`src/nad_pkg.sv`:
```
package nad_pkg;

  // ***************************************************************
  // Widths and window layout
  // ***************************************************************
  localparam int          NAD_NIB_W    = 4;
  localparam int          NAD_ADDR_W   = 8;
  localparam int          NAD_WIN_W    = 5;
  localparam int          NAD_BIT_W    = 2;
  localparam int          NAD_SEL_W    = 3;
  localparam int          NAD_SFR_N    = 8;
  // Upper address bits of the 32-nibble general window (0x20..0x3F)
  localparam logic [2:0]  NAD_WIN_BASE = 3'h1;

  // ***************************************************************
  // Reset values
  // ***************************************************************
  localparam logic [3:0]  NAD_ACC_RST  = 4'h0;
  localparam logic        NAD_FLAG_RST = 1'h0;
  localparam logic [3:0]  NAD_SFR_RST  = 4'h0;
  localparam logic [7:0]  NAD_ADDR_RST = 8'h00;

  // ***************************************************************
  // Operations issued by the sequencer
  // ***************************************************************
  typedef enum logic [4:0] {
    OP_NOP,
    OP_ADD_MEM_CARRY,
    OP_INCREMENT_MEM,
    OP_DECREMENT_MEM,
    OP_XOR_MEM,
    OP_ROTATE_MEM_RIGHT,
    OP_ROTATE_MEM_LEFT,
    OP_STORE_ACCUMULATOR,
    OP_LOAD_ACCUMULATOR,
    OP_AND_MEM,
    OP_SUB_MEM_BORROW,
    OP_OR_MEM,
    OP_BIT_CLEAR,
    OP_BIT_SET,
    OP_FUNC_REG_TO_MEM,
    OP_MEM_TO_FUNC_REG,
    OP_LITERAL_TO_FUNC_REG,
    OP_LITERAL_TO_ACCUMULATOR,
    OP_SUB_LITERAL_BORROW,
    OP_ADD_LITERAL_CARRY,
    OP_AND_LITERAL,
    OP_OR_LITERAL,
    OP_XOR_LITERAL,
    OP_INCREMENT_ACCUMULATOR,
    OP_DECREMENT_ACCUMULATOR,
    OP_ROTATE_RIGHT_THROUGH_CARRY,
    OP_ROTATE_LEFT_THROUGH_CARRY,
    OP_ROTATE_ACCUMULATOR_RIGHT
  } nad_op_e;

  typedef struct packed {
    nad_op_e                 op;
    logic [NAD_ADDR_W-1:0]   mem_addr;
    logic [NAD_WIN_W-1:0]    win_off;
    logic [NAD_BIT_W-1:0]    bit_sel;
    logic [NAD_SEL_W-1:0]    sfr_sel;
    logic [NAD_NIB_W-1:0]    literal;
  } nad_op_s;

  typedef logic [NAD_SFR_N-1:0][NAD_NIB_W-1:0] nad_sfr_t;

  typedef struct packed {
    logic [NAD_NIB_W-1:0]    accumulator_nibble;
    logic                    carry;
    logic                    zero;
    nad_sfr_t                system_function_reg;
    logic                    mem_we;
    logic [NAD_ADDR_W-1:0]   mem_addr;
    logic [NAD_NIB_W-1:0]    mem_wdata;
  } nad_state_s;

endpackage

```
`src/nad_datapath.sv`:
```
module nad_datapath (
  // Clock and reset
  input  wire logic                     clk_i,
  input  wire logic                     srst_i,
  // Operation from the sequencer
  input  wire logic                     op_valid_i,
  input  wire nad_pkg::nad_op_s         op_i,
  // Operand nibble read from data memory for this operation
  input  wire logic [3:0]               mem_rdata_i,
  // Data memory write port
  output      logic                     mem_we_o,
  output      logic [7:0]               mem_addr_o,
  output      logic [3:0]               mem_wdata_o,
  // Core state
  output      logic [3:0]               acc_o,
  output      logic                     carry_o,
  output      logic                     zero_o,
  output      nad_pkg::nad_sfr_t        sfr_o
);

  // ***************************************************************
  // State
  // ***************************************************************
  nad_pkg::nad_state_s st_r;
  nad_pkg::nad_state_s st_nxt;

  logic [3:0] a;
  logic [3:0] m;
  logic       c;
  logic [4:0] sum5;
  logic [7:0] win_addr;
  logic [3:0] bit_mask;

  // ***************************************************************
  // Next-state logic
  // ***************************************************************
  always_comb begin
    a        = st_r.accumulator_nibble;
    m        = mem_rdata_i;
    c        = st_r.carry;
    sum5     = 5'h00;
    win_addr = {nad_pkg::NAD_WIN_BASE, op_i.win_off};
    bit_mask = 4'h1 << op_i.bit_sel;
    st_nxt   = st_r;
    st_nxt.mem_we = 1'h0;
    if (op_valid_i) begin
      case (op_i.op)
        nad_pkg::OP_ADD_MEM_CARRY: begin
          sum5 = {1'h0, a} + {1'h0, m} + {4'h0, c};
          st_nxt.accumulator_nibble = sum5[3:0];
          st_nxt.carry = sum5[4];
          st_nxt.zero  = (sum5[3:0] == 4'h0);
        end
        nad_pkg::OP_INCREMENT_MEM: begin
          sum5 = {1'h0, m} + 5'h01;
          st_nxt.mem_we    = 1'h1;
          st_nxt.mem_addr  = op_i.mem_addr;
          st_nxt.mem_wdata = sum5[3:0];
          st_nxt.carry = sum5[4];
          st_nxt.zero  = (sum5[3:0] == 4'h0);
        end
        nad_pkg::OP_DECREMENT_MEM: begin
          // Adding 0xF: carry out means no borrow
          sum5 = {1'h0, m} + 5'h0F;
          st_nxt.mem_we    = 1'h1;
          st_nxt.mem_addr  = op_i.mem_addr;
          st_nxt.mem_wdata = sum5[3:0];
          st_nxt.carry = sum5[4];
          st_nxt.zero  = (sum5[3:0] == 4'h0);
        end
        nad_pkg::OP_XOR_MEM: begin
          st_nxt.accumulator_nibble = a ^ m;
          st_nxt.zero = ((a ^ m) == 4'h0);
        end
        nad_pkg::OP_ROTATE_MEM_RIGHT: begin
          st_nxt.mem_we    = 1'h1;
          st_nxt.mem_addr  = op_i.mem_addr;
          st_nxt.mem_wdata = {c, m[3:1]};
          st_nxt.carry     = m[0];
        end
        nad_pkg::OP_ROTATE_MEM_LEFT: begin
          st_nxt.mem_we    = 1'h1;
          st_nxt.mem_addr  = op_i.mem_addr;
          st_nxt.mem_wdata = {m[2:0], c};
          st_nxt.carry     = m[3];
        end
        nad_pkg::OP_STORE_ACCUMULATOR: begin
          st_nxt.mem_we    = 1'h1;
          st_nxt.mem_addr  = op_i.mem_addr;
          st_nxt.mem_wdata = a;
        end
        nad_pkg::OP_LOAD_ACCUMULATOR: begin
          st_nxt.accumulator_nibble = m;
          st_nxt.zero = (m == 4'h0);
        end
        nad_pkg::OP_AND_MEM: begin
          st_nxt.accumulator_nibble = a & m;
          st_nxt.zero = ((a & m) == 4'h0);
        end
        nad_pkg::OP_SUB_MEM_BORROW: begin
          sum5 = {1'h0, a} + {1'h0, ~m} + {4'h0, c};
          st_nxt.accumulator_nibble = sum5[3:0];
          st_nxt.carry = sum5[4];
        end
        nad_pkg::OP_OR_MEM: begin
          st_nxt.accumulator_nibble = a | m;
        end
        nad_pkg::OP_BIT_CLEAR: begin
          st_nxt.mem_we    = 1'h1;
          st_nxt.mem_addr  = win_addr;
          st_nxt.mem_wdata = m & ~bit_mask;
        end
        nad_pkg::OP_BIT_SET: begin
          st_nxt.mem_we    = 1'h1;
          st_nxt.mem_addr  = win_addr;
          st_nxt.mem_wdata = m | bit_mask;
        end
        nad_pkg::OP_FUNC_REG_TO_MEM: begin
          st_nxt.mem_we    = 1'h1;
          st_nxt.mem_addr  = win_addr;
          st_nxt.mem_wdata = st_r.system_function_reg[op_i.sfr_sel];
        end
        nad_pkg::OP_MEM_TO_FUNC_REG: begin
          st_nxt.system_function_reg[op_i.sfr_sel] = m;
        end
        nad_pkg::OP_LITERAL_TO_FUNC_REG: begin
          st_nxt.system_function_reg[op_i.sfr_sel] = op_i.literal;
        end
        nad_pkg::OP_LITERAL_TO_ACCUMULATOR: begin
          st_nxt.accumulator_nibble = op_i.literal;
        end
        nad_pkg::OP_SUB_LITERAL_BORROW: begin
          sum5 = {1'h0, a} + {1'h0, ~op_i.literal} + {4'h0, c};
          st_nxt.accumulator_nibble = sum5[3:0];
          st_nxt.carry = sum5[4];
          st_nxt.zero  = (sum5[3:0] == 4'h0);
        end
        nad_pkg::OP_ADD_LITERAL_CARRY: begin
          sum5 = {1'h0, a} + {1'h0, op_i.literal} + {4'h0, c};
          st_nxt.accumulator_nibble = sum5[3:0];
          st_nxt.carry = sum5[4];
          st_nxt.zero  = (sum5[3:0] == 4'h0);
        end
        nad_pkg::OP_AND_LITERAL: begin
          st_nxt.accumulator_nibble = a & op_i.literal;
          st_nxt.zero = ((a & op_i.literal) == 4'h0);
        end
        nad_pkg::OP_OR_LITERAL: begin
          st_nxt.accumulator_nibble = a | op_i.literal;
        end
        nad_pkg::OP_XOR_LITERAL: begin
          st_nxt.accumulator_nibble = a ^ op_i.literal;
        end
        nad_pkg::OP_INCREMENT_ACCUMULATOR: begin
          sum5 = {1'h0, a} + 5'h01;
          st_nxt.accumulator_nibble = sum5[3:0];
          st_nxt.carry = sum5[4];
          st_nxt.zero  = (sum5[3:0] == 4'h0);
        end
        nad_pkg::OP_DECREMENT_ACCUMULATOR: begin
          sum5 = {1'h0, a} + 5'h0F;
          st_nxt.accumulator_nibble = sum5[3:0];
          st_nxt.carry = sum5[4];
          st_nxt.zero  = (sum5[3:0] == 4'h0);
        end
        nad_pkg::OP_ROTATE_RIGHT_THROUGH_CARRY: begin
          st_nxt.accumulator_nibble = {c, a[3:1]};
          st_nxt.carry = a[0];
          st_nxt.zero  = ({c, a[3:1]} == 4'h0);
        end
        nad_pkg::OP_ROTATE_LEFT_THROUGH_CARRY: begin
          st_nxt.accumulator_nibble = {a[2:0], c};
          st_nxt.carry = a[3];
          st_nxt.zero  = ({a[2:0], c} == 4'h0);
        end
        nad_pkg::OP_ROTATE_ACCUMULATOR_RIGHT: begin
          st_nxt.accumulator_nibble = {a[0], a[3:1]};
          st_nxt.zero = ({a[0], a[3:1]} == 4'h0);
        end
        default: begin
          st_nxt.mem_we = 1'h0;
        end
      endcase
    end
  end

  // ***************************************************************
  // State register
  // ***************************************************************
  always_ff @(posedge clk_i) begin
    if (srst_i) begin
      st_r.accumulator_nibble  <= nad_pkg::NAD_ACC_RST;
      st_r.carry               <= nad_pkg::NAD_FLAG_RST;
      st_r.zero                <= nad_pkg::NAD_FLAG_RST;
      st_r.system_function_reg <= {nad_pkg::NAD_SFR_N{nad_pkg::NAD_SFR_RST}};
      st_r.mem_we              <= 1'h0;
      st_r.mem_addr            <= nad_pkg::NAD_ADDR_RST;
      st_r.mem_wdata           <= nad_pkg::NAD_ACC_RST;
    end else begin
      st_r <= st_nxt;
    end
  end

  assign mem_we_o    = st_r.mem_we;
  assign mem_addr_o  = st_r.mem_addr;
  assign mem_wdata_o = st_r.mem_wdata;
  assign acc_o       = st_r.accumulator_nibble;
  assign carry_o     = st_r.carry;
  assign zero_o      = st_r.zero;
  assign sfr_o       = st_r.system_function_reg;
endmodule

```
`config.mk`:
```
export PLATFORM = sky130hd
export DESIGN_NAME = nad_datapath
export DESIGN_NICKNAME = d
export VERILOG_FILES = /design/src/nad_pkg.sv /design/src/nad_datapath.sv
export SDC_FILE = /design/constraint.sdc
export NUM_CORES = 1
export LEC_CHECK = 0
export ABC_AREA = 1
export BUFFER_PORTS_ARGS = -buffer_cell sky130_fd_sc_hd__buf_2
export CORE_MARGIN = 1
export CORE_UTILIZATION = 51
export DETAILED_ROUTE_END_ITERATION = 7
export GPL_TIMING_DRIVEN = 0
export PLACE_DENSITY = 0.77
export SYNTH_ARGS = -nofsm -noshare
export SYNTH_HDL_FRONTEND = slang
export SYNTH_SLANG_ARGS = --single-unit
```
`constraint.sdc`:
```
create_clock -name clk_i -period 2.57 [get_ports clk_i]
set_clock_uncertainty 0.15 [all_clocks]
set_input_delay 0.1285 -clock clk_i [delete_from_list [all_inputs] [get_ports clk_i]]
set_output_delay 0.1285 -clock clk_i [all_outputs]
set_load 0.02 [all_outputs]
```
# [Word-level counts from Yosys, hierarchy flattened]
# Cells that the tools add are included.
[totals] word_cells=107 reg_bits=51 output_inout_bits=51
[classes] bitwise_logic=12 magnitude_cmp=2 n_mux=12 n_reduce_logical=27 n_eq_ne=27 shift=1 addsub=12
[ops] op="one-hot mux 12 bit (8 select lines)" n=1
[ops] op="one-hot mux 4 bit (17 select lines)" n=1
[ops] op="bitwise mux 32 bit" n=2
[ops] op="one-hot mux 32 bit (2 select lines)" n=1
[ops] op="equality test 5 bit, second input constant" n=12
[ops] op="zero test 4 bit" n=14
[ops] op="equality test 5 x 4 -> 1 bit, second input constant" n=8
[ops] op="adder 4 x 4 -> 5 bit" n=4
[ops] op="adder 5 x 1 -> 5 bit" n=4
[ops] op="equality test 5 x 3 -> 1 bit, second input constant" n=4
[ops] op="nonzero test 17 bit" n=1
[ops] op="one-hot mux 1 bit (14 select lines)" n=1
[ops] op="nonzero test 14 bit" n=1
[ops] op="AND 4 bit" n=3
[ops] op="binary-select mux 4 bit (select 3 bit)" n=1
[ops] op="demux 4 bit (select 3 bit)" n=1
[ops] op="inverter 4 bit" n=3
[ops] op="OR 4 bit" n=3
[ops] op="one-hot mux 1 bit (12 select lines)" n=1
[ops] op="nonzero test 12 bit" n=1
[ops] op="adder 4 x 1 -> 5 bit, second input constant" n=2
[ops] op="adder 4 x 4 -> 5 bit, second input constant" n=2
[ops] op="equality test 5 x 2 -> 1 bit, second input constant" n=2
[ops] op="AND reduction 2 bit" n=5
[ops] op="13 further kinds" n=15

# [Logic depth before layout (Yosys ltp)]
# Gate-level depths: netlist of the first run.
[depth] ltp_word=6 mapped_depth=15 ltp_nobuf=14

# [Least setup slack after synthesis of the first run]
# OpenSTA, ideal clock, no wires.
[synth_timing] path_kind="register to register" from="register st_r (netlist bit acc_o[0])" to="register st_r (netlist bit acc_o[2])" path_slack_ns=-0.213 path_stages_with_launch=13 n_path_buf=1 required_time_ns=2.288 setup_time_ns=0.132 arrival_time_ns=2.501 period_less_slack_ns=2.783 path_cell_list="dfxtp_1 clkbuf_1 inv_1 fa_1 fa_1 xnor2_1 o21ai_0 nor2_1 nand2_1 nor2_1 nand2_1 nand2_1 a21oi_1"
[synth_between] elab_chain_len=3 elab_cells_between_ends=11
[synth_lines] element="from (decl)" line="nad_datapath.sv:24" source="nad_pkg::nad_state_s st_r;"
[synth_lines] element="from (signal assigned)" line="nad_datapath.sv:200" source="st_r <= st_nxt;"
[synth_lines] element="adder 4 x 4 -> 5 bit, on equally long branches"
[synth_lines] element="adder 5 x 1 -> 5 bit, on equally long branches"
[synth_lines] element="one-hot mux 4 bit (17 select lines) (*)" line="nad_datapath.sv:47" source="case (op_i.op)"
# Every way passes the cells marked *; elsewhere a longest branch is shown, timed or not.
# A chain may end at the register's enable or synchronous reset.

# [Worst setup path after layout of the first run]
[layout_timing] from="register st_r (netlist bit acc_o[2])" to="register st_r (netlist bit carry_o)"
[layout_between] elab_chain_len=3 elab_cells_between_ends=11
[layout_lines] element="adder 4 x 4 -> 5 bit, on equally long branches"
[layout_lines] element="adder 5 x 1 -> 5 bit, on equally long branches"
[layout_lines] element="one-hot mux 1 bit (12 select lines) (*)" line="nad_datapath.sv:47"
# Marks and branches as above.

==> results.py, run 1 <==
metrics = {
    "status": {
        "status": "complete, but fails checks",
        "failed_checks": "hold timing, setup timing",
    },
    "yosys": {
        "syn_area_um2": 4590,
        "syn_inst": 802,
        "synth_cell_types": 28,
        "synth-compound-area-share_pct": 17.5,
        "ys_ff_latch": 51,
        "synthSimpleGateAreaFrac_pct": 38.0,
        "muxShareOfSynthArea_pct": 0,
        "synth_xor_area_share_pct": 1.34,
        "avgSynthCellArea_um2": 5.73,
        "synth_top_family_by_area": "simple AND/OR/NAND/NOR gates",
        "synth-adder-area-share_pct": 10.3,
        "yosysWarnings": 0,
        "seq_area_frac_synth_pct": 22.2,
        "syn_nets": 869,
    },
    "global_routing": {
        "grt_pass1_vias": 5129,
        "grt_pass1_wl_mm": 26.7,
        "grt-ovfl-total": 0,
        "antenna_found_initial": 0,
        "gr-usage-all-layers_pct": 35.7,
        "grt_max_degree": 16,
    },
    "die": {
        "core_area_um2": 8720,
        "ios": 85,
        "die_w_um": 96.9,
        "initial_core_util_pct": 52.7,
        "die_h_um": 96.9,
        "dieArea_um2": 9390,
        "core.rowCount": 34,
    },
    "critical_path": {
        "crit_path_end": "carry_o$_SDFFE_PP0P_",
        "crit_type": "reg2reg",
        "r2r_end": "carry_o$_SDFFE_PP0P_",
        "reg2reg_from": "acc_o[2]$_SDFFE_PP0P_",
        "path_max_fanout": 8,
        "critPathLaunch": "acc_o[2]$_SDFFE_PP0P_",
        "required_ns": 2.61,
        "worst-r2r-setup-slack_ns": -0.05,
        "reg2reg_depth": 9,
        "worstPathArrival_ns": 2.66,
        "worst_setup_path_start_kind": "flop",
        "end_kind": "flop",
    },
    "sta": {
        "rsz0062_at_grt": "yes",
        "max-slew-margin-rel_pct": 41.2,
        "layout_setup_ws_ns": -0.0514,
        "fmax_mhz": 381,
        "holdWs_ns": -0.00221,
        "slew_viol_final": 0,
        "hold_violations": 2,
        "tightest_slew_ns": 0.875,
        "fin_crit_ns": 2.62,
        "period_share_pct": 102,
        "final-setup-viol-count": 1,
    },
    "final_layout": {
        "nFillCells": 859,
        "area_growth_pct": 18.7,
        "final_nets": 973,
        "n_antenna_cell": 0,
        "drive_gt1_share_pct": 16.0,
    },
    "detailed_routing": {
        "drc": 0,
        "routed_wirelength_mm": 16.9,
        "ant_nets": 0,
        "maxUsedRoutingLayer": "met4",
        "wl_per_cell_um": 16.7,
        "drtIter0Drc": 451,
        "dr.pass1.iters": 6,
        "via_per_inst": 5.55,
        "met3_length_mm": 1.35,
        "num_vias": 5623,
        "dr_wl_met2_mm": 7.54,
        "met1_length_mm": 7.72,
    },
    "run": {
        "cap_violations": 0,
    },
    "placement": {
        "hpwlAfterDp_mm": 13.3,
        "dp_slack_ns": -0.464,
        "portBuffers": 81,
        "routabilityCongestion": 1.03,
    },
    "hold_path": {
        "hp-class": "in2reg",
        "whs_path_depth": 5,
    },
    "cts": {
        "path_clk_slew_ns": 0.11,
        "cts_tree": "built",
        "cts-buffers-inserted": 5,
        "clock_sinks": 51,
        "clockBufferDepth": 2,
        "htreeDepth": 2,
        "cts_root_buffer": "clkbuf_8",
        "clk_latency_ns": 0.31,
    },
    "power": {
        "powerDensity_nw_per_um2": 371,
        "p_leak_uw": 0.00276,
        "finalPower_uw": 2020,
        "irDropWorstVdd_uv": 268,
    },
}
==> power by group <==
group          internal (uW)  leakage (uW)  switching (uW)
Combinational            230       0.00230             472
Sequential               811      0.000415            23.1
Clock                    188     0.0000440             299
Total                   1230       0.00276             794
==> through the flow <==
step / instance area, um^2 / TNS, ns / util (%) / cells
CTS: 5390 / 0 / 61.8 / 1012
global route: 5450 / -0.237 / 62.5 / 1014
detailed placement: 5130 / -1.77 / 58.9 / 991
finish: 5450 / -0.0514 / 62.5 / 1014
floorplan: 4590 / 0 / - / 802
global placement: 5130 / -1.68 / 58.9 / 991
==> state kept, by name (all words and copies together) (netlist names) <==
| register | flops |
|---|---|
| carry_o | 1 |
| zero_o | 1 |
| sfr_o | 32 |
| acc_o | 4 |
| mem_we_o | 1 |
| mem_wdata_o | 4 |
| mem_addr_o | 8 |
==> cells in the final DEF, fill, tap and decap left out, drive strengths merged <==
| cell type | instances |
|---|---|
| a21oi | 65 |
| buf | 94 |
| clkbuf | 20 |
| clkinv | 2 |
| clkinvlp | 2 |
| dfxtp | 51 |
| dlygate4sd3 | 7 |
| fa | 8 |
| ha | 25 |
| inv | 107 |
| nand2 | 235 |
| nand3 | 51 |
| nand3b | 1 |
| nand4 | 9 |
| nor2 | 114 |
| nor3 | 17 |
| o211ai | 1 |
| o21ai | 83 |
| o22ai | 5 |
| or2 | 2 |
| xnor2 | 1 |
| xor2 | 6 |
==> metal layers <==
metal  vias up  GRT usage, %
met5         -             0
met2       254          56.2
met3        27          4.70
li1       2764             -
met4         0          8.27
met1      2578          51.7
==> what timing repair did <==
action / in CTS / in global routing
hold buffers: 7 / 0
endpoints found under the hold margin: 5 / 0
endpoints found under the setup margin: 5 / 4
pin swaps: 0 / 16
buffers inserted: 7 / 3
resized for setup: 17 / 15
==> worst min-delay path by stage <==
stage	startpoint	endpoint	slack (ns)
detailed placement	op_i[21]	mem_addr_o[7]$_SDFFE_PP0P_	0.21
global placement	op_i[20]	mem_addr_o[6]$_SDFFE_PP0P_	0.19
CTS	op_i[9]	mem_addr_o[0]$_SDFFE_PP0P_	0.005
finish	op_i[9]	mem_addr_o[0]$_SDFFE_PP0P_	-0.002
global route	op_i[12]	mem_addr_o[3]$_SDFFE_PP0P_	0.05
floorplan	srst_i	mem_we_o$_SDFF_PP0_	0.07
==> Yosys cell counts, drive strengths merged <==
cell type,instances,area (um^2)
nand4,9,56.3
clkbuf,16,60.1
o211ai,1,7.51
xnor2,1,8.76
buf,3,17.5
ha,25,313
nand2,235,892
nand3,51,255
nand3b,1,7.51
nor3,17,85.1
or2,2,12.5
xor2,6,52.6
a21oi,65,337
fa,8,160
o22ai,5,31.3
o21ai,83,430
dfxtp,51,1020
nor2,114,435
inv,109,409
==> worst max-delay path, stage by stage, from the launching register on <==
cell and delay (ns):
dfxtp_1 0.44, ha_1 0.32, clkbuf_1 0.43, nor3_1 0.11
o21ai_0 0.45, nand4_1 0.15, nor2_1 0.20, nand2_1 0.10
nand2_1 0.09, a21oi_1 0.06
==> cell families after synthesis <==
kind of cell,count (synthesis)
buffers and inverters,128
flip-flops,51
adder cells (fa/ha/maj),33
XOR/XNOR,7
AND/OR/NAND/NOR,429
AO/OA/AOI/OAI,154
==> final cells by class <==
cell class                      count  area (um^2)  area share, %
Buffer                             18         87.6           1.61
Clock buffer                        5         68.8           1.26
Clock inverter                      2         13.8          0.253
Inverter                          109          422           7.74
Multi-Input combinational cell    623         3130           57.5
Sequential cell                    51         1030           18.9
Tap cell                          108          135           2.48
Timing Repair Buffer               98          558           10.2
No activity file was read; power rests on OpenSTA's default activity.
==> inputs of run 2 (changes only) <==
--- a/config.mk
+++ b/config.mk
@@ -12,6 +12,8 @@
 export DETAILED_ROUTE_END_ITERATION = 7
 export GPL_TIMING_DRIVEN = 0
 export PLACE_DENSITY = 0.77
+export RECOVER_POWER = 100
 export SYNTH_ARGS = -nofsm -noshare
 export SYNTH_HDL_FRONTEND = slang
 export SYNTH_SLANG_ARGS = --single-unit
+export TNS_END_PERCENT = 30
==> results.py, run 2 (synthesis results as in run 1) <==
metrics = {
    "placement": {
        "hpwlAfterDp_mm": 13.3,
        "portBuffers": 81,
        "dp_slack_ns": -0.464,
        "routabilityCongestion": 1.03,
    },
    "die": {
        "die_h_um": 96.9,
        "ios": 85,
        "core.rowCount": 34,
        "die_w_um": 96.9,
        "initial_core_util_pct": 52.7,
        "dieArea_um2": 9390,
        "core_area_um2": 8720,
    },
    "detailed_routing": {
        "drc": 0,
        "routed_wirelength_mm": 17.0,
        "wl_per_cell_um": 16.8,
        "dr.pass1.iters": 5,
        "via_per_inst": 5.55,
        "ant_nets": 0,
        "num_vias": 5635,
        "drtIter0Drc": 526,
    },
    "cts": {
        "path_clk_slew_ns": 0.11,
        "cts_tree": "built",
        "cts_root_buffer": "clkbuf_8",
        "clock_sinks": 51,
        "clk_latency_ns": 0.31,
        "cts-buffers-inserted": 5,
        "clockBufferDepth": 2,
        "htreeDepth": 2,
    },
    "run": {
        "cap_violations": 0,
    },
    "critical_path": {
        "worst_setup_path_start_kind": "flop",
        "crit_chain": "ha_1 > clkbuf_1 > nor3_1 > o21ai_0 > nand4_1 > nor2_1 > nand2_1 > nand2_1 > a21oi_1",
        "cp_common_cell": "nand2_1",
        "cpPeakStageDelay_ns": 0.44,
        "crit_type": "reg2reg",
        "cp_top_family": "simple AND/OR/NAND/NOR gates",
        "end_kind": "flop",
        "crit_buf_inv": 1,
        "required_ns": 2.61,
        "path_max_fanout": 8,
        "critPathSlowestCell": "dfxtp_1",
        "worstPathArrival_ns": 2.65,
    },
    "status": {
        "failed_checks": "hold timing, setup timing",
        "status": "complete, but fails checks",
    },
    "final_layout": {
        "area_growth_pct": 16.9,
        "multiInputGateArea_um2": 3110,
        "regArea_um2": 1030,
        "nFillCells": 896,
        "final_cell_mix": "231 x nand2_1, 110 x nor2_1, 97 x inv_1",
        "final_util_pct": 61.5,
        "largest_register_ffs": 32,
        "n_antenna_cell": 0,
        "final_nets": 974,
        "final_common_cell": "nand2_1",
        "drive_gt1_share_pct": 9.26,
    },
    "sta": {
        "setup-tns-final_ns": -0.0352,
        "layout_setup_ws_ns": -0.0352,
        "period_share_pct": 101,
        "hold_violations": 2,
        "fmax_mhz": 384,
        "fin_crit_ns": 2.61,
        "tightest_slew_ns": 0.942,
        "slew_viol_final": 0,
        "max-slew-margin-rel_pct": 36.5,
        "holdWs_ns": -0.00298,
        "rsz0062_at_grt": "yes",
        "final-setup-viol-count": 1,
    },
    "global_routing": {
        "grt_max_degree": 16,
        "grt.met1_usage_pct": 51.7,
        "use_met2_pct": 56.2,
        "grt_pass1_wl_mm": 26.7,
        "gr-usage-all-layers_pct": 35.7,
        "grtUsageMet3_pct": 4.70,
        "antenna_found_initial": 0,
        "grt_most_used_layer": "met2",
        "grt-ovfl-total": 0,
        "grt_pass1_vias": 5129,
    },
    "power": {
        "switchingPower_uw": 795,
        "p_leak_uw": 0.00253,
        "irDropWorstVdd_uv": 269,
        "powerDensity_nw_per_um2": 375,
        "p_int_uw": 1220,
        "finalPower_uw": 2010,
        "clkPwrFrac_pct": 24.2,
        "switching_share_pct": 39.5,
        "comb_power_share_pct": 34.4,
        "seq_power_share_pct": 41.4,
    },
    "hold_path": {
        "hp-class": "in2reg",
    },
}
## run 2: cell types whose count changed in the layout (fill, tap and decap cells not counted), sizes merged
cell    previous run  this run
clkinv             2         3
clkbuf            20        74
inv              107       106
buf               94        41
## run 2: timing repair
| action | CTS | global route |
|---|---|---|
| hold buffers | 7 | 0 |
| hold endpoints to repair | 5 | 0 |
| buffers inserted | 7 | 3 |
| pin swaps | 0 | 14 |
| resized for setup | 17 | 14 |
| endpoints found under the setup margin | 5 | 4 |
## run 2: final cells by class
class / count / share of cell area (%)
clock buffers: 5 / 1.28
plain buffers: 19 / 1.63
repair buffers: 98 / 9.19
multi-input cells: 623 / 58.0
flip-flops and latches: 51 / 19.2
well taps: 108 / 2.52
clock inverters: 2 / 0.256
inverters: 109 / 7.86
## run 2: layer usage
| metal | share of wire (%) | vias up |
|---|---|---|
| li1 | - | 2762 |
| met1 | 47 | 2597 |
| met2 | 45 | 255 |
| met3 | 7.4 | 21 |
| met4 | 1.5 | 0 |
| met5 | 0 | - |
## run 2: power groups by stage
stage	Combinational, uW	Sequential, uW	Clock (uW)
4_1_cts	662	837	486
3_3_place_gp	609	860	0
6_report	692	834	488
5_1_grt	763	836	515
2_1_floorplan	398	876	0
3_5_place_dp	623	862	0
## run 2: stage by stage
step,area [um^2],instances
final,5370,1015
after floorplan,4590,802
after global placement,5130,991
after global routing,5370,1015
after CTS,5390,1012
after detailed placement,5130,991
## run 2: path summary, 6_finish.rpt
check / startpoint / slack (ns) / to / depth (start not counted)
setup / recovery: acc_o[2]$_SDFFE_PP0P_ / -0.04 / carry_o$_SDFFE_PP0P_ / 9
hold / removal: op_i[9] / -0.003 / mem_addr_o[0]$_SDFFE_PP0P_ / 5
setup reg to reg: acc_o[2]$_SDFFE_PP0P_ / -0.04 / carry_o$_SDFFE_PP0P_ / 9
hold reg to reg: sfr_o[12]$_SDFFE_PP0P_ / 0.32 / sfr_o[12]$_SDFFE_PP0P_ / 2
## run 2: tightest hold or removal path, cell delays in order
cell and delay (ns):
buf_2 0.07, nand2_1 0.04, nand2_1 0.05, o21ai_1 0.06, nor2_1 0.07
==> inputs of run 3 (changes only) <==
--- a/config.mk
+++ b/config.mk
@@ -11,7 +11,7 @@
 export CORE_UTILIZATION = 51
 export DETAILED_ROUTE_END_ITERATION = 7
 export GPL_TIMING_DRIVEN = 0
-export PLACE_DENSITY = 0.77
+export PLACE_DENSITY = 0.74
 export RECOVER_POWER = 100
 export SYNTH_ARGS = -nofsm -noshare
 export SYNTH_HDL_FRONTEND = slang
==> constraint.sdc (replaced) <==
create_clock -name clk_i -period 3.39 [get_ports clk_i]
set_clock_uncertainty 0.15 [all_clocks]
set_input_delay 0.1695 -clock clk_i [delete_from_list [all_inputs] [get_ports clk_i]]
set_output_delay 0.1695 -clock clk_i [all_outputs]
set_load 0.02 [all_outputs]
==> results.py, run 3 (synthesis results as in run 1) <==
metrics = {
    "cts": {
        "cts_tree": "built",
        "htreeDepth": 2,
        "clock_sinks": 51,
        "cts_root_buffer": "clkbuf_8",
        "path_clk_slew_ns": 0.11,
        "clk_latency_ns": 0.31,
        "clockBufferDepth": 2,
        "cts-buffers-inserted": 5,
    },
    "final_layout": {
        "multiInputGateArea_um2": 3070,
        "final_common_cell": "nand2_1",
        "design_area_um2": 5200,
        "final_nets": 964,
        "area_growth_pct": 13.2,
        "largest_register_ffs": 32,
        "final_util_pct": 59.6,
        "final_cell_mix": "232 x nand2_1, 111 x nor2_1, 98 x inv_1",
        "drive_gt1_share_pct": 6.80,
        "regArea_um2": 1020,
        "nFillCells": 935,
        "fin_cells": 1005,
        "n_antenna_cell": 0,
    },
    "sta": {
        "rsz0062_at_grt": "no",
        "period_share_pct": 93.0,
        "hold_violations": 0,
        "fin_crit_ns": 3.15,
        "tightest_slew_ns": 1.10,
        "final-setup-viol-count": 0,
        "max-slew-margin-rel_pct": 26.0,
        "setup-tns-final_ns": 0,
        "slew_viol_final": 0,
        "fmax_mhz": 317,
    },
    "power": {
        "p_leak_uw": 0.00246,
        "irDropWorstVdd_uv": 202,
        "finalPower_uw": 1490,
        "powerDensity_nw_per_um2": 286,
    },
    "hold_path": {
        "hp-class": "in2reg",
    },
    "critical_path": {
        "required_ns": 3.48,
        "worstPathArrival_ns": 3.24,
        "cpPeakStageDelay_ns": 0.48,
        "end_kind": "flop",
        "path_max_fanout": 9,
        "crit_chain": "clkbuf_2 > clkinvlp_4 > buf_4 > fa_1 > fa_1 > xnor2_1 > nand2_1 > nor2_1 > nand3_1 > nand2_1 > nor2_1 > nand3_1 > nand2_1 > a21oi_1",
        "critPathSlowestCell": "dfxtp_2",
        "worst_setup_path_start_kind": "flop",
        "crit_type": "reg2reg",
        "cp_common_cell": "nand2_1",
    },
    "detailed_routing": {
        "drtIter0Drc": 477,
        "wl_per_cell_um": 16.4,
        "num_vias": 5556,
        "drc": 0,
        "dr.pass1.iters": 6,
        "ant_nets": 0,
        "via_per_inst": 5.53,
        "routed_wirelength_mm": 16.5,
    },
    "die": {
        "dieArea_um2": 9390,
        "ios": 85,
        "core_area_um2": 8720,
        "core.rowCount": 34,
        "initial_core_util_pct": 52.7,
        "die_h_um": 96.9,
        "die_w_um": 96.9,
    },
    "global_routing": {
        "grt_max_degree": 16,
        "gr-usage-all-layers_pct": 35.0,
        "grt-ovfl-total": 0,
        "grt_pass1_wl_mm": 26.1,
        "grt_pass1_vias": 5090,
        "antenna_found_initial": 0,
    },
    "status": {
        "status": "finished, final reports clean",
    },
    "placement": {
        "hpwlAfterDp_mm": 13.1,
        "placed_area_um2": 5130,
        "portBuffers": 81,
        "routabilityCongestion": 1.06,
        "dpl.cell_count": 991,
    },
    "run": {
        "cap_violations": 0,
    },
}
## run 3: layout make-up
class                           instances  share of cell area (%)
Clock buffer                            5                    1.32
Sequential cell                        51                    19.7
Tap cell                              108                    2.60
Buffer                                 19                    1.42
Timing Repair Buffer                   88                    7.73
Inverter                              109                    7.94
Clock inverter                          2                   0.265
Multi-Input combinational cell        623                    59.1
## run 3: final timing paths
kind	to	slack, ns	cells after the start	start
worst max-delay path	zero_o$_SDFFE_PP0P_	0.24	14	acc_o[0]$_SDFFE_PP0P_
worst min-delay path	mem_addr_o[2]$_SDFFE_PP0P_	0.04	5	op_i[11]
worst max register to register	zero_o$_SDFFE_PP0P_	0.24	14	acc_o[0]$_SDFFE_PP0P_
worst min register to register	sfr_o[25]$_SDFFE_PP0P_	0.31	2	sfr_o[25]$_SDFFE_PP0P_
## run 3: timing repair
action	in CTS	in global routing
gates resized for setup	2	1
hold buffers	4	0
endpoints found under the hold margin	4	0
endpoints found under the setup margin	4	4
pin swaps	0	0
setup buffers	3	0
gates cloned	0	0
## run 3: critical path: cells and delay by family, from the launching register on
| kind | cells | cell delay [ns] |
|---|---|---|
| simple gates | 7 | 0.67 |
| fa+ha+maj | 2 | 0.86 |
| xor+xnor | 1 | 0.22 |
| buf+inv | 3 | 0.59 |
| compound gates | 1 | 0.11 |
| flops | 1 | 0.48 |
## run 3: layer usage
metal / routed length [um] / global-route usage [%] / up-vias / part of all wire, %
met2: 7090 / 53.7 / 251 / 43
li1: - / - / 2749 / -
met1: 7370 / 48.6 / 2513 / 45
met4: 517 / 11.9 / 0 / 3.1
met3: 1530 / 7.44 / 43 / 9.2
met5: 0 / 0 / - / 0
## run 3: through the flow
step                      hold WS, ns  worst slack [ns]
after floorplan                 0.115             0.607
after global placement          0.235           -0.0793
after detailed placement        0.247           -0.0645
after CTS                      0.0333             0.154
after global routing           0.0814            0.0279
final                          0.0389             0.238
## run 3: power by group
group          leakage (uW)  total (uW)  switching, uW  internal (uW)
combinational       0.00200         484            336            148
sequential         0.000413         641           25.8            615
clock             0.0000440         362            220            142
